### src/pkg/vic_pkg.sv
package vic_pkg;
	// source count, nesting depth, system line fan-in
	localparam int NUM_SRC = 32;
	localparam int SYS_LINES = 4;
	localparam int STACK_DEPTH = 8;
	localparam logic [3:0] DEPTH_FULL = 4'h8;
	localparam logic [3:0] DEPTH_EMPTY = 4'h0;
	// sources wired to pins, the rest are internal lines
	localparam logic [31:0] EXT_SRC_MASK = 32'he0000001;
	localparam logic [31:0] NORMAL_SRC_MASK = 32'hfffffffe;
	localparam logic [31:0] FAST_SRC_MASK = 32'h00000001;

	// byte offsets inside the 512-byte window
	localparam logic [8:0] OFS_MODE_BASE = 9'h000;
	localparam logic [8:0] OFS_VEC_BASE = 9'h080;
	localparam logic [8:0] OFS_VECTOR = 9'h100;
	localparam logic [8:0] OFS_FAST_VECTOR = 9'h104;
	localparam logic [8:0] OFS_CUR_NUM = 9'h108;
	localparam logic [8:0] OFS_PENDING = 9'h10c;
	localparam logic [8:0] OFS_MASK = 9'h110;
	localparam logic [8:0] OFS_CORE = 9'h114;
	localparam logic [8:0] OFS_ENABLE = 9'h120;
	localparam logic [8:0] OFS_DISABLE = 9'h124;
	localparam logic [8:0] OFS_CLEAR = 9'h128;
	localparam logic [8:0] OFS_SET = 9'h12c;
	localparam logic [8:0] OFS_EOS = 9'h130;
	localparam logic [8:0] OFS_FF_ENABLE = 9'h140;
	localparam logic [8:0] OFS_FF_DISABLE = 9'h144;
	localparam logic [8:0] OFS_FF_STATUS = 9'h148;
	localparam logic [1:0] BANK_MODE = 2'h0;
	localparam logic [1:0] BANK_VEC = 2'h1;

	// source mode field layout
	localparam int PRIO_LSB = 0;
	localparam int PRIO_W = 3;
	localparam int TRIG_EDGE_BIT = 5;
	localparam int TRIG_POL_BIT = 6;
	localparam int MODE_W = 7;

	// reset values
	localparam logic [6:0] MODE_RST = 7'h00;
	localparam logic [31:0] VEC_RST = 32'h0;
	localparam logic [31:0] MASK_RST = 32'h0;
	localparam logic [31:0] FF_RST = 32'h0;
	localparam logic [31:0] NO_VECTOR = 32'h0;

	typedef logic [6:0] vic_mode_t;
	typedef logic [2:0] vic_prio_t;
	typedef logic [4:0] vic_num_t;
endpackage

### src/hdl/vic_vectored_irq_ctrl.sv
// Register access over AHB-Lite and the register addresses were left to the implementer.
`timescale 1ns/1ps
module vic_vectored_irq_ctrl (
	input wire logic i_clk,
	input wire logic i_arst_n,
	input wire logic i_hsel,
	input wire logic [31:0] i_haddr,
	input wire logic [1:0] i_htrans,
	input wire logic i_hwrite,
	input wire logic [2:0] i_hsize,
	input wire logic [31:0] i_hwdata,
	input wire logic i_hready,
	output logic [31:0] o_hrdata,
	output logic o_hreadyout,
	output logic o_hresp,
	input wire logic i_fast_irq_input,
	input wire logic [3:0] i_system_irq_source,
	input wire logic [31:2] i_peripheral_source,
	output logic o_normal_request_n,
	output logic o_fast_request_n
);
	logic ph_wr_q;
	logic ph_rd_q;
	logic [8:0] addr_q;
	logic [31:0] hrdata_q;
	logic [31:0] rdata_d;
	logic take;
	logic rd_cap;
	logic vec_rd;
	logic fvr_rd;
	logic eos_wr;
	logic [4:0] idx;
	vic_pkg::vic_mode_t mode_q [vic_pkg::NUM_SRC];
	logic [31:0] svr_q [vic_pkg::NUM_SRC];
	logic [31:0] mask_q;
	logic [31:0] ff_q;
	logic [31:0] act_v;
	logic [31:0] edge_v;
	logic [31:0] latch_v;
	logic [31:0] edge_mode_v;
	logic [31:0] set_v;
	logic [31:0] clr_v;
	logic [31:0] cand;
	logic best_found;
	vic_pkg::vic_num_t best_num;
	vic_pkg::vic_prio_t best_lvl;
	logic want_irq;
	logic want_fast;
	logic [3:0] depth_q;
	vic_pkg::vic_num_t cur_num_q;
	vic_pkg::vic_prio_t cur_lvl_q;
	vic_pkg::vic_num_t stk_num_q [vic_pkg::STACK_DEPTH];
	vic_pkg::vic_prio_t stk_lvl_q [vic_pkg::STACK_DEPTH];
	vic_pkg::vic_prio_t top_lvl;
	vic_pkg::vic_num_t top_num;
	logic irq_n_q;
	logic fast_n_q;

	// one address phase at a time; reads get one wait state
	assign take = i_hsel & i_htrans[1] & i_hready;
	assign rd_cap = ph_rd_q;
	assign idx = addr_q[6:2];
	assign vec_rd = rd_cap && (addr_q == vic_pkg::OFS_VECTOR);
	assign fvr_rd = rd_cap && (addr_q == vic_pkg::OFS_FAST_VECTOR);
	assign eos_wr = ph_wr_q && (addr_q == vic_pkg::OFS_EOS);
	assign o_hreadyout = ~ph_rd_q;
	assign o_hresp = 1'b0;
	assign o_hrdata = hrdata_q;

	// bus phase tracking; hsize ignored, word access only
	always_ff @(posedge i_clk or negedge i_arst_n) begin
		if (!i_arst_n) begin
			ph_wr_q <= 1'b0;
			ph_rd_q <= 1'b0;
			addr_q <= 9'h000;
		end else begin
			ph_wr_q <= take & i_hwrite;
			ph_rd_q <= take & ~i_hwrite;
			if (take) begin
				addr_q <= i_haddr[8:0];
			end
		end
	end

	// read mux; the wait state lets a preceding write land first
	always_comb begin
		rdata_d = 32'h0;
		if (addr_q[8:7] == vic_pkg::BANK_MODE) begin
			rdata_d = {25'h0, mode_q[idx]};
		end else if (addr_q[8:7] == vic_pkg::BANK_VEC) begin
			rdata_d = svr_q[idx];
		end else begin
			case (addr_q)
				vic_pkg::OFS_VECTOR: begin
					// handler of the source chosen now
					rdata_d = best_found ? svr_q[best_num] : vic_pkg::NO_VECTOR;
				end
				vic_pkg::OFS_FAST_VECTOR: rdata_d = svr_q[0];
				vic_pkg::OFS_CUR_NUM: rdata_d = {27'h0, cur_num_q};
				vic_pkg::OFS_PENDING: rdata_d = act_v;
				vic_pkg::OFS_MASK: rdata_d = mask_q;
				vic_pkg::OFS_CORE: rdata_d = {30'h0, ~fast_n_q, ~irq_n_q};
				vic_pkg::OFS_FF_STATUS: rdata_d = ff_q;
				default: rdata_d = 32'h0;
			endcase
		end
	end

	// read data register, loaded at the end of the wait state
	always_ff @(posedge i_clk or negedge i_arst_n) begin
		if (!i_arst_n) begin
			hrdata_q <= 32'h0;
		end else if (rd_cap) begin
			hrdata_q <= rdata_d;
		end
	end

	// mode and vector tables
	always_ff @(posedge i_clk or negedge i_arst_n) begin
		if (!i_arst_n) begin
			for (int i = 0; i < vic_pkg::NUM_SRC; i++) begin
				mode_q[i] <= vic_pkg::MODE_RST;
				svr_q[i] <= vic_pkg::VEC_RST;
			end
		end else if (ph_wr_q && addr_q[8:7] == vic_pkg::BANK_MODE) begin
			// bits 4:3 are reserved and stay zero
			mode_q[idx] <= {i_hwdata[6:5], 2'b00, i_hwdata[2:0]};
		end else if (ph_wr_q && addr_q[8:7] == vic_pkg::BANK_VEC) begin
			svr_q[idx] <= i_hwdata;
		end
	end

	// mask: enable and disable commands act in one write
	always_ff @(posedge i_clk or negedge i_arst_n) begin
		if (!i_arst_n) begin
			mask_q <= vic_pkg::MASK_RST;
		end else if (ph_wr_q && addr_q == vic_pkg::OFS_ENABLE) begin
			mask_q <= mask_q | i_hwdata;
		end else if (ph_wr_q && addr_q == vic_pkg::OFS_DISABLE) begin
			mask_q <= mask_q & ~i_hwdata;
		end
	end

	// fast forcing redirect set
	always_ff @(posedge i_clk or negedge i_arst_n) begin
		if (!i_arst_n) begin
			ff_q <= vic_pkg::FF_RST;
		end else if (ph_wr_q && addr_q == vic_pkg::OFS_FF_ENABLE) begin
			ff_q <= ff_q | (i_hwdata & vic_pkg::NORMAL_SRC_MASK);
		end else if (ph_wr_q && addr_q == vic_pkg::OFS_FF_DISABLE) begin
			ff_q <= ff_q & ~i_hwdata;
		end
	end

	// command and automatic clears, gated to edge sources
	always_comb begin
		set_v = 32'h0;
		clr_v = 32'h0;
		if (ph_wr_q && addr_q == vic_pkg::OFS_SET) begin
			set_v = i_hwdata & edge_mode_v;
		end
		if (ph_wr_q && addr_q == vic_pkg::OFS_CLEAR) begin
			clr_v = i_hwdata & edge_mode_v;
		end
		if (vec_rd && best_found && !ff_q[best_num]) begin
			clr_v = clr_v | (32'h1 << best_num);
		end
		if (fvr_rd) begin
			clr_v = clr_v | vic_pkg::FAST_SRC_MASK;
		end
	end

	// per-source input stage
	for (genvar g = 0; g < vic_pkg::NUM_SRC; g++) begin : g_src
		logic raw;
		logic line;
		logic prev_q;
		logic latch_q;
		logic pol;
		logic edge_mode;
		logic edge_evt;
		if (g == 0) begin : g_fast
			assign raw = i_fast_irq_input;
		end else if (g == 1) begin : g_system
			assign raw = |i_system_irq_source;
		end else begin : g_per
			assign raw = i_peripheral_source[g];
		end
		if (vic_pkg::EXT_SRC_MASK[g]) begin : g_ext
			logic s1_q;
			logic s2_q;
			// pins are asynchronous; first stage feeds only the second
			always_ff @(posedge i_clk or negedge i_arst_n) begin
				if (!i_arst_n) begin
					s1_q <= 1'b0;
					s2_q <= 1'b0;
				end else begin
					s1_q <= raw;
					s2_q <= s1_q;
				end
			end
			assign line = s2_q;
			assign pol = mode_q[g][vic_pkg::TRIG_POL_BIT];
		end else begin : g_int
			assign line = raw;
			assign pol = 1'b1;
		end
		assign edge_mode = mode_q[g][vic_pkg::TRIG_EDGE_BIT];
		assign edge_evt = pol ? (line & ~prev_q) : (~line & prev_q);
		// latch: a new edge in the clear cycle wins over the clear
		always_ff @(posedge i_clk or negedge i_arst_n) begin
			if (!i_arst_n) begin
				prev_q <= 1'b0;
				latch_q <= 1'b0;
			end else begin
				prev_q <= line;
				latch_q <= edge_mode &
					((latch_q & ~clr_v[g]) | edge_evt | set_v[g]);
			end
		end
		assign act_v[g] = edge_mode ? latch_q : (line == pol);
		assign edge_v[g] = edge_evt;
		assign latch_v[g] = latch_q;
		assign edge_mode_v[g] = edge_mode;
	end

	// candidates exclude source 0, masked and fast-forced sources
	assign cand = act_v & mask_q & ~ff_q & vic_pkg::NORMAL_SRC_MASK;

	// highest priority wins, strict compare keeps lowest number on ties
	always_comb begin
		best_found = 1'b0;
		best_num = 5'h00;
		best_lvl = 3'h0;
		for (int i = 1; i < vic_pkg::NUM_SRC; i++) begin
			if (cand[i] && (!best_found ||
				mode_q[i][vic_pkg::PRIO_LSB +: vic_pkg::PRIO_W] > best_lvl)) begin
				best_found = 1'b1;
				best_num = 5'(i);
				best_lvl = mode_q[i][vic_pkg::PRIO_LSB +: vic_pkg::PRIO_W];
			end
		end
	end

	// idle: any candidate; in service: only above the current level
	assign want_irq = best_found &&
		(depth_q == vic_pkg::DEPTH_EMPTY || best_lvl > cur_lvl_q);
	assign want_fast = |(act_v & mask_q & (ff_q | vic_pkg::FAST_SRC_MASK));
	assign top_lvl = stk_lvl_q[depth_q[2:0] - 3'h1];
	assign top_num = stk_num_q[depth_q[2:0] - 3'h1];

	// nesting stack; a read at full depth returns a vector but no push
	always_ff @(posedge i_clk or negedge i_arst_n) begin
		if (!i_arst_n) begin
			depth_q <= vic_pkg::DEPTH_EMPTY;
			cur_num_q <= 5'h00;
			cur_lvl_q <= 3'h0;
			for (int i = 0; i < vic_pkg::STACK_DEPTH; i++) begin
				stk_num_q[i] <= 5'h00;
				stk_lvl_q[i] <= 3'h0;
			end
		end else if (vec_rd && best_found && depth_q != vic_pkg::DEPTH_FULL) begin
			stk_num_q[depth_q[2:0]] <= cur_num_q;
			stk_lvl_q[depth_q[2:0]] <= cur_lvl_q;
			depth_q <= depth_q + 4'h1;
			cur_num_q <= best_num;
			cur_lvl_q <= best_lvl;
		end else if (eos_wr && depth_q != vic_pkg::DEPTH_EMPTY) begin
			depth_q <= depth_q - 4'h1;
			cur_num_q <= top_num;
			cur_lvl_q <= top_lvl;
		end
	end

	// request lines, registered; a read drops irq via new level
	always_ff @(posedge i_clk or negedge i_arst_n) begin
		if (!i_arst_n) begin
			irq_n_q <= 1'b1;
			fast_n_q <= 1'b1;
		end else begin
			irq_n_q <= ~want_irq;
			fast_n_q <= ~want_fast;
		end
	end
	assign o_normal_request_n = irq_n_q;
	assign o_fast_request_n = fast_n_q;
endmodule // vic_vectored_irq_ctrl

### config.mk
export PLATFORM = sky130hd
export DESIGN_NAME = vic_vectored_irq_ctrl
export DESIGN_NICKNAME = d
export VERILOG_FILES = /design/src/pkg/vic_pkg.sv /design/src/hdl/vic_vectored_irq_ctrl.sv
export SDC_FILE = /design/constraint.sdc
export NUM_CORES = 2
export LEC_CHECK = 0
export CAP_MARGIN = 20
export CORE_UTILIZATION = 31
export CTS_CLUSTER_SIZE = 20
export DETAILED_ROUTE_END_ITERATION = 16
export DONT_BUFFER_PORTS = 1
export SYNTH_ARGS = -nofsm -noshare
export SYNTH_HDL_FRONTEND = slang
export SYNTH_SLANG_ARGS = --single-unit
### constraint.sdc
create_clock -name i_clk -period 136.9 [get_ports i_clk]
set_input_delay 6.845 -clock i_clk [delete_from_list [all_inputs] [get_ports i_clk]]
set_output_delay 6.845 -clock i_clk [all_outputs]
set_load 0.005 [all_outputs]
## Yosys cells after proc, flatten, opt, wreduce, memory -nomap -nowiden

Index checks and enable logic that the tools add are counted.
W data, S select, Z words.

| cells by class | value |
|---|---|
| $add $sub $neg | 3 |
| $lt $le $gt $ge | 38 |
| equality and inequality tests | 20 |
| shifts and indexed selects | 1 |
| muxes and demuxes | 176 |
| bitwise gates (word level) | 258 |
| reduce and logical (&&, ||, !) cells | 119 |

Operators by type and width:

| operator | count |
|---|---|
| $bwmux W1024 | 1 |
| $mux W32 | 15 |
| $bmux W32 S5 | 2 |
| $bwmux W224 | 1 |
| $pmux W32 S7 | 1 |
| $and A32 B32 Y32 | 6 |
| $mux W5 | 35 |
| $demux W32 S5 | 1 |
| $eq A9 B9 Y1 const B | 14 |
| $mux W3 | 36 |
| $and A1 B1 Y1 | 104 |
| $or A32 B32 Y32 | 3 |
| $gt A3 B3 Y1 | 31 |
| $not A1 Y1 | 75 |
| $mux W1 | 70 |
| $not A32 Y32 | 2 |
| $or A1 B1 Y1 | 64 |
| $logic_and A1 B1 Y1 | 48 |
| $bwmux W40 | 1 |
| $bmux W7 S5 | 1 |
| $demux W7 S5 | 1 |
| $reduce_or A32 Y1 | 1 |
| $shl A1 B5 Y32 const A | 1 |
| $logic_not A1 Y1 | 31 |
| other kinds (28) | 70 |

| word-level totals | value |
|---|---|
| register bits | 1505 |
| input port bits | 109 |
| output and inout port bits | 36 |

## Depth between registers and ports, before layout

| logic depth | value |
|---|---|
| depth after elaboration | 136 |
| mapped depth | 292 |
| depth with buffers taken out | 283 |

## Worst setup path after synthesis

OpenSTA, ideal clock, no wires.

| path | value |
|---|---|
| path type | input to register |
| start | input i_system_irq_source[1] |
| end | register depth_q[3] |
| library setup time | 0.080 ns |
| arrival time | 52.589 ns |
| path slack | 84.231 ns |
| cell stages on the path | 254 |
| buffers on the path | 7 |
| path through | nor4_4 -> a2111oi_4 -> buf_6 -> and2_1 -> inv_1 -> ha_1 -> nand3_1 -> o21ai_0 -> o21ai_0 -> nand3_1 -> nand2_1 -> inv_1 -> ha_1 -> a211oi_1 -> o22a_1 -> nor3_1 -> o21bai_1 -> ha_1 -> [... 218 more ...] -> and2_1 -> or2_2 -> ha_1 -> a21o_1 -> a21oi_1 -> a31oi_1 -> nor2_1 -> or3_1 -> nand2_1 -> nand3_1 -> nor2_1 -> nand2_1 -> ha_1 -> a21o_1 -> a21oi_1 -> nor2_1 -> a21oi_1 -> xnor2_1 |

| between the ends | value |
|---|---|
| longest elaborated chain between the ends | 128 |

Ends and longest elaborated chain:

| item | RTL line | source |
|---|---|---|
| start: declaration | vic_vectored_irq_ctrl.sv:17 | `input wire logic [3:0] i_system_irq_source,` |
| $reduce_or A4 Y1 (*) | vic_vectored_irq_ctrl.sv:185 | `assign raw = \|i_system_irq_source;` |
| $mux W1 (*) | vic_vectored_irq_ctrl.sv:221 | `assign act_v[g] = edge_mode ? latch_q : (line == pol);` |
| $and A32 B32 Y32 (*) (2 in a row) | vic_vectored_irq_ctrl.sv:228 | `assign cand = act_v & mask_q & ~ff_q & vic_pkg::NORMAL_SRC_MASK;` |
| $mux W3 / $mux W1 (equally long branches) | vic_vectored_irq_ctrl.sv:236 | `if (cand[i] && (!best_found \|\|` |
| $gt A3 B3 Y1 / $logic_not A1 Y1 (equally long branches) | vic_vectored_irq_ctrl.sv:237, vic_vectored_irq_ctrl.sv:236 |  |
| $logic_or A1 B1 Y1 | vic_vectored_irq_ctrl.sv:236 |  |
| $logic_and A1 B1 Y1 | vic_vectored_irq_ctrl.sv:236 |  |
| $mux W3 / $mux W1 (equally long branches) | vic_vectored_irq_ctrl.sv:236 |  |
| [... 110 more ...] | n/a |  |
| $logic_and A1 B1 Y1 | vic_vectored_irq_ctrl.sv:236 |  |
| $mux W3 / $mux W1 (equally long branches) | vic_vectored_irq_ctrl.sv:236 |  |
| $gt A3 B3 Y1 / $logic_not A1 Y1 (equally long branches) | vic_vectored_irq_ctrl.sv:237, vic_vectored_irq_ctrl.sv:236 |  |
| $logic_or A1 B1 Y1 | vic_vectored_irq_ctrl.sv:236 |  |
| $logic_and A1 B1 Y1 | vic_vectored_irq_ctrl.sv:236 |  |
| $mux W1 (*) | vic_vectored_irq_ctrl.sv:236 |  |
| $logic_and A1 B1 Y1 (*) (2 in a row) | vic_vectored_irq_ctrl.sv:262 | `end else if (vec_rd && best_found && depth_q != vic_pkg::DEPTH_FULL) begin` |
| $mux W4 / $reduce_bool A2 Y1 (equally long branches) | n/a |  |
| end signal: assignment | vic_vectored_irq_ctrl.sv:255 | `depth_q <= vic_pkg::DEPTH_EMPTY;` |
| end signal: assignment | vic_vectored_irq_ctrl.sv:265 | `depth_q <= depth_q + 4'h1;` |
| end signal: assignment | vic_vectored_irq_ctrl.sv:269 | `depth_q <= depth_q - 4'h1;` |
| end: declaration | vic_vectored_irq_ctrl.sv:49 | `logic [3:0] depth_q;` |

Every way passes the cells marked *; elsewhere a longest branch is shown, timed or not.
A chain may end at the register's enable or synchronous reset.

## Worst setup path in the final report

| path | value |
|---|---|
| start | input i_system_irq_source[0] |
| end | register hrdata_q[31] (netlist: o_hrdata[31]) |

| between the ends | value |
|---|---|
| longest elaborated chain between the ends | 133 |

Ends and longest elaborated chain:

| item | RTL line | source |
|---|---|---|
| $reduce_or A4 Y1 (*) | vic_vectored_irq_ctrl.sv:185 |  |
| $mux W1 (*) | vic_vectored_irq_ctrl.sv:221 |  |
| $and A32 B32 Y32 (*) (2 in a row) | vic_vectored_irq_ctrl.sv:228 |  |
| $mux W3 / $mux W1 (equally long branches) | vic_vectored_irq_ctrl.sv:236 |  |
| $gt A3 B3 Y1 / $logic_not A1 Y1 (equally long branches) | vic_vectored_irq_ctrl.sv:237, vic_vectored_irq_ctrl.sv:236 |  |
| $logic_or A1 B1 Y1 | vic_vectored_irq_ctrl.sv:236 |  |
| $logic_and A1 B1 Y1 | vic_vectored_irq_ctrl.sv:236 |  |
| $mux W3 / $mux W1 (equally long branches) | vic_vectored_irq_ctrl.sv:236 |  |
| [... 115 more ...] | n/a |  |
| $mux W5 | vic_vectored_irq_ctrl.sv:236 |  |
| $not A5 Y6 (implied by the code) | vic_vectored_irq_ctrl.sv:96 | `rdata_d = best_found ? svr_q[best_num] : vic_pkg::NO_VECTOR;` |
| $bmux W32 S5 | vic_vectored_irq_ctrl.sv:96 |  |
| $mux W32 (implied by the code) (2 in a row) | vic_vectored_irq_ctrl.sv:96 |  |
| $mux W32 (*) | vic_vectored_irq_ctrl.sv:96 |  |
| $pmux W32 S7 (*) | vic_vectored_irq_ctrl.sv:93 | `case (addr_q)` |
| $mux W32 (*) | vic_vectored_irq_ctrl.sv:90 | `end else if (addr_q[8:7] == vic_pkg::BANK_VEC) begin` |
| $mux W32 (*) | vic_vectored_irq_ctrl.sv:88 | `if (addr_q[8:7] == vic_pkg::BANK_MODE) begin` |
| end signal: assignment | vic_vectored_irq_ctrl.sv:114 | `hrdata_q <= rdata_d;` |
| end: declaration | vic_vectored_irq_ctrl.sv:25 | `logic [31:0] hrdata_q;` |

Every way passes the cells marked *; elsewhere a longest branch is shown, timed or not. The select of a mux whose other input is x is not followed.

==> flow_summary_export.csv <==
group,metric,value,unit
synth,synth_edf_count,0,
synth,netlist_instances,6826,
worst_setup_path,reg2reg_from,"edge_mode_v[1]",
finish,layout_common_cells,"dfrtp_1 (1432), mux2_2 (1238), nand2_1 (632), mux4_2 (332), o21ai_0 (252)",
floorplan,die_h,509,µm
clock_tree,clk_pin_slew,0.07,ns
global_routing,top_usage_layer,"met2",
timing,setup_ws,72.46,ns
synth,yosysWarnings,0,
clock_tree,cts_buffers,157,
synth,syn_nets,7008,
outcome,outcome,"finished clean",
floorplan,rows,185,
clock_tree,postCtsSetupBuffers,0,
synth,synth.avg_cell_area,11.7,µm²
global_routing,grt_pass1_vias,62100,
floorplan,core-area,0.255,mm²
global_routing,overflow,0,
finish,layout_commonest_cell,"dfrtp_1",
finish,area_growth,11.6,%
finish,num-nets-final,6754,
synth,ys_seq_area_share,45.2,%
worst_setup_path,cpMostUsedCell,"ha_1",
job,maxCapViolCount,0,
timing,relSlewSlack,5.92,%
clock_tree,hold_buffers,0,
global_routing,grt_first_pass_wirelength,474000,µm
worst_setup_path,worstSetupStartpointType,"input pin",
worst_setup_path,crit_path_max_fanout,58,
global_routing,use_met1,32.6,%
power_and_ir_drop,ir_drop,0.0000169,V
clock_tree,cts-root-buf,"clkbuf_16",
floorplan,initial_utilization,31.3,%
global_routing,grt_max_degree,287,
global_routing,met2_usage,35.4,%
detailed_routing,drcViolationCount,0,
timing,drv_slew,0,
timing,post-route-period-util,47.1,%
timing,fin_skew,0.0435,ns
synth,synthesis.area,0.0798,mm²
detailed_routing,routedWlPerCell,33.5,µm
detailed_routing,ant_nets,0,
place,dpl.hpwl,208000,µm
clock_tree,cts_resized,0,
place,gp_congestion,0.948,
timing,rsz0062_at_grt,"false",
global_routing,grtUsageMet3,11.2,%
worst_setup_path,crit_start,"i_system_irq_source[0]",
place,place_area,0.0834,mm²
timing,finalCriticalPeriod,64.44,ns
place,port_buffers,0,
timing,worst_pin_slew,1.41,ns
global_routing,grt_usage,25.4,%
hold_path,hp-start,"g_src[0].g_ext.s1_q",
worst_setup_path,worstSetupEndpointType,"flop",
clock_tree,cts_tree,"yes",
worst_setup_path,cp.arrival,65.21,ns
worst_setup_path,worstPathRequired,137.67,ns
detailed_routing,vias_per_cell,6.46,
power_and_ir_drop,leakage,37.8,nW
clock_tree,cts.sinks,1441,
finish,post_route_cells_drive_above_1_share,32.3,%
floorplan,ios,145,
detailed_routing,via_count,65200,
synth,synth_flop_cell,"dfrtp_1",
synth,async_reset_ff_share,100,%
clock_tree,clk_path_buf_depth,3,
timing,hold_viol,0,
floorplan,die_area,0.260,mm²
worst_setup_path,cpPeakStageDelay,0.90,ns
hold_path,hold_class,"reg -> reg",
timing,setup_viol,0,
place,preCtsSetupSlack,73.34,ns
detailed_routing,drtIter0Drc,10200,
clock_tree,clk_latency,0.86,ns
detailed_routing,dr.pass1.iters,7,
floorplan,die_x,509,µm
global_routing,antenna_found_initial,26,
worst_setup_path,cpMaxStageDelayCell,"a2111oi_4",
detailed_routing,wl,338000,µm
power_and_ir_drop,power_density,13.3,mW/mm²
timing,setup_tns,0,ns
clock_tree,cts.htree.levels,4,
synth,netlist-cell-type-count,125,
synth,synth.ff_latch_count,1441,
finish,final_design_area_no_fill,0.0891,mm²
worst_setup_path,crit_type,"in -> reg",
timing,max_freq,15.5,MHz
[sequential cells by signal (all words and copies together), names as in the netlist, named ones only]
name,flops
o_hrdata,32
ph_rd_q,1
stk_lvl_q,24
edge_mode_v,32
cur_lvl_q,3
o_fast_request_n,1
addr_q,9
depth_q,4
ph_wr_q,1
ff_q,1
g_src.prev_q,32
g_src.pol,4
o_normal_request_n,1
g_src.g_ext.s1_q,4
cur_num_q,5
g_src.latch_q,32
mode_q,124
g_src.g_ext.s2_q,4
stk_num_q,40
svr_q,1024
[final timing paths]
kind	endpoint	slack, ns	depth (start not counted)
hold / removal	g_src[0].g_ext.s2_q	0.35	0
hold reg to reg	g_src[0].g_ext.s2_q	0.35	0
max in group asynchronous	ph_rd_q	127.70	5
setup reg to reg	o_hrdata[31]	77.95	256
setup / recovery	o_hrdata[31]	72.46	256
min in group asynchronous	svr_q[327]	5.72	0
[metrics by stage]
stage	std cells	hold WS [ns]	utilization, %	power, mW
floorplan	6826	0.331	-	0.623
global placement	9771	0.343	32.7	0.719
detailed placement	9774	0.344	32.7	0.723
CTS	10100	0.351	34.9	1.17
global route	10100	0.363	34.9	1.21
finish	10100	0.349	34.9	1.18
[cell type report]
cell class,count,area [µm²]
flip-flops and latches,1441,36100
repair buffers,177,1580
multi-input cells,4625,41000
clock inverters,54,822
diodes,32,80.1
fillers,24900,166000
inverters,170,641
well taps,3366,4210
clock buffers,236,4650
[power breakdown]
group	leakage, nW	internal (mW)	switching (mW)
clock network	2.67	0.262	0.194
logic	16.6	0.0935	0.162
registers	18.5	0.446	0.0271
[Yosys cell counts, drive strengths merged, types with 28 or more instances]
| cell | number | area (µm²) |
|---|---|---|
| nor3 | 62 | 332 |
| a31oi | 53 | 332 |
| a21oi | 227 | 1140 |
| o211ai | 46 | 345 |
| inv | 168 | 631 |
| a2111oi | 36 | 389 |
| a22oi | 42 | 315 |
| nor2 | 268 | 1040 |
| clkbuf | 392 | 1470 |
| a221oi | 76 | 678 |
| mux4 | 332 | 7480 |
| mux2i | 127 | 1270 |
| a211oi | 51 | 410 |
| mux2 | 1247 | 14000 |
| o22a | 28 | 245 |
| o21ai | 271 | 1370 |
| o221ai | 115 | 1020 |
| ha | 72 | 901 |
| a22o | 74 | 648 |
| buf | 198 | 995 |
| dfrtp | 1439 | 36000 |
| and3 | 54 | 338 |
| o22ai | 105 | 657 |
| nor2b | 53 | 339 |
| nand2 | 650 | 2450 |
| nand3 | 148 | 753 |
[per-layer routing]
layer	wire length (µm)	share of wire [%]
met5	164	0.048
met4	21700	6.4
met3	50500	15
met2	138000	41
met1	128000	38
[critical path: cells and delay by family]
family | cells | cell delay [ns]
buffers and inverters | 23 | 4.12
adder cells (fa/ha/maj) | 33 | 9.21
AO/OA/AOI/OAI | 124 | 29.26
AND/OR/NAND/NOR | 70 | 13.17
multiplexers | 6 | 2.25
[cells by family (layout without fill, tap and decap cells)]
family / after synthesis / count (layout) / synth area share, %
and+or+nand+nor: 1422 / 1422 / 8.30
muxes: 1706 / 1706 / 28.6
buffers and inverters: 760 / 637 / 3.89
xor gates and xnor gates: 8 / 8 / 0.0878
adders and majority gates: 77 / 77 / 1.20
DFF: 1441 / 1441 / 45.2
AOI/OAI and AO/OA: 1411 / 1411 / 12.8
other: 1 / 33 / 0.00470
(Power assumes the default switching activity.)
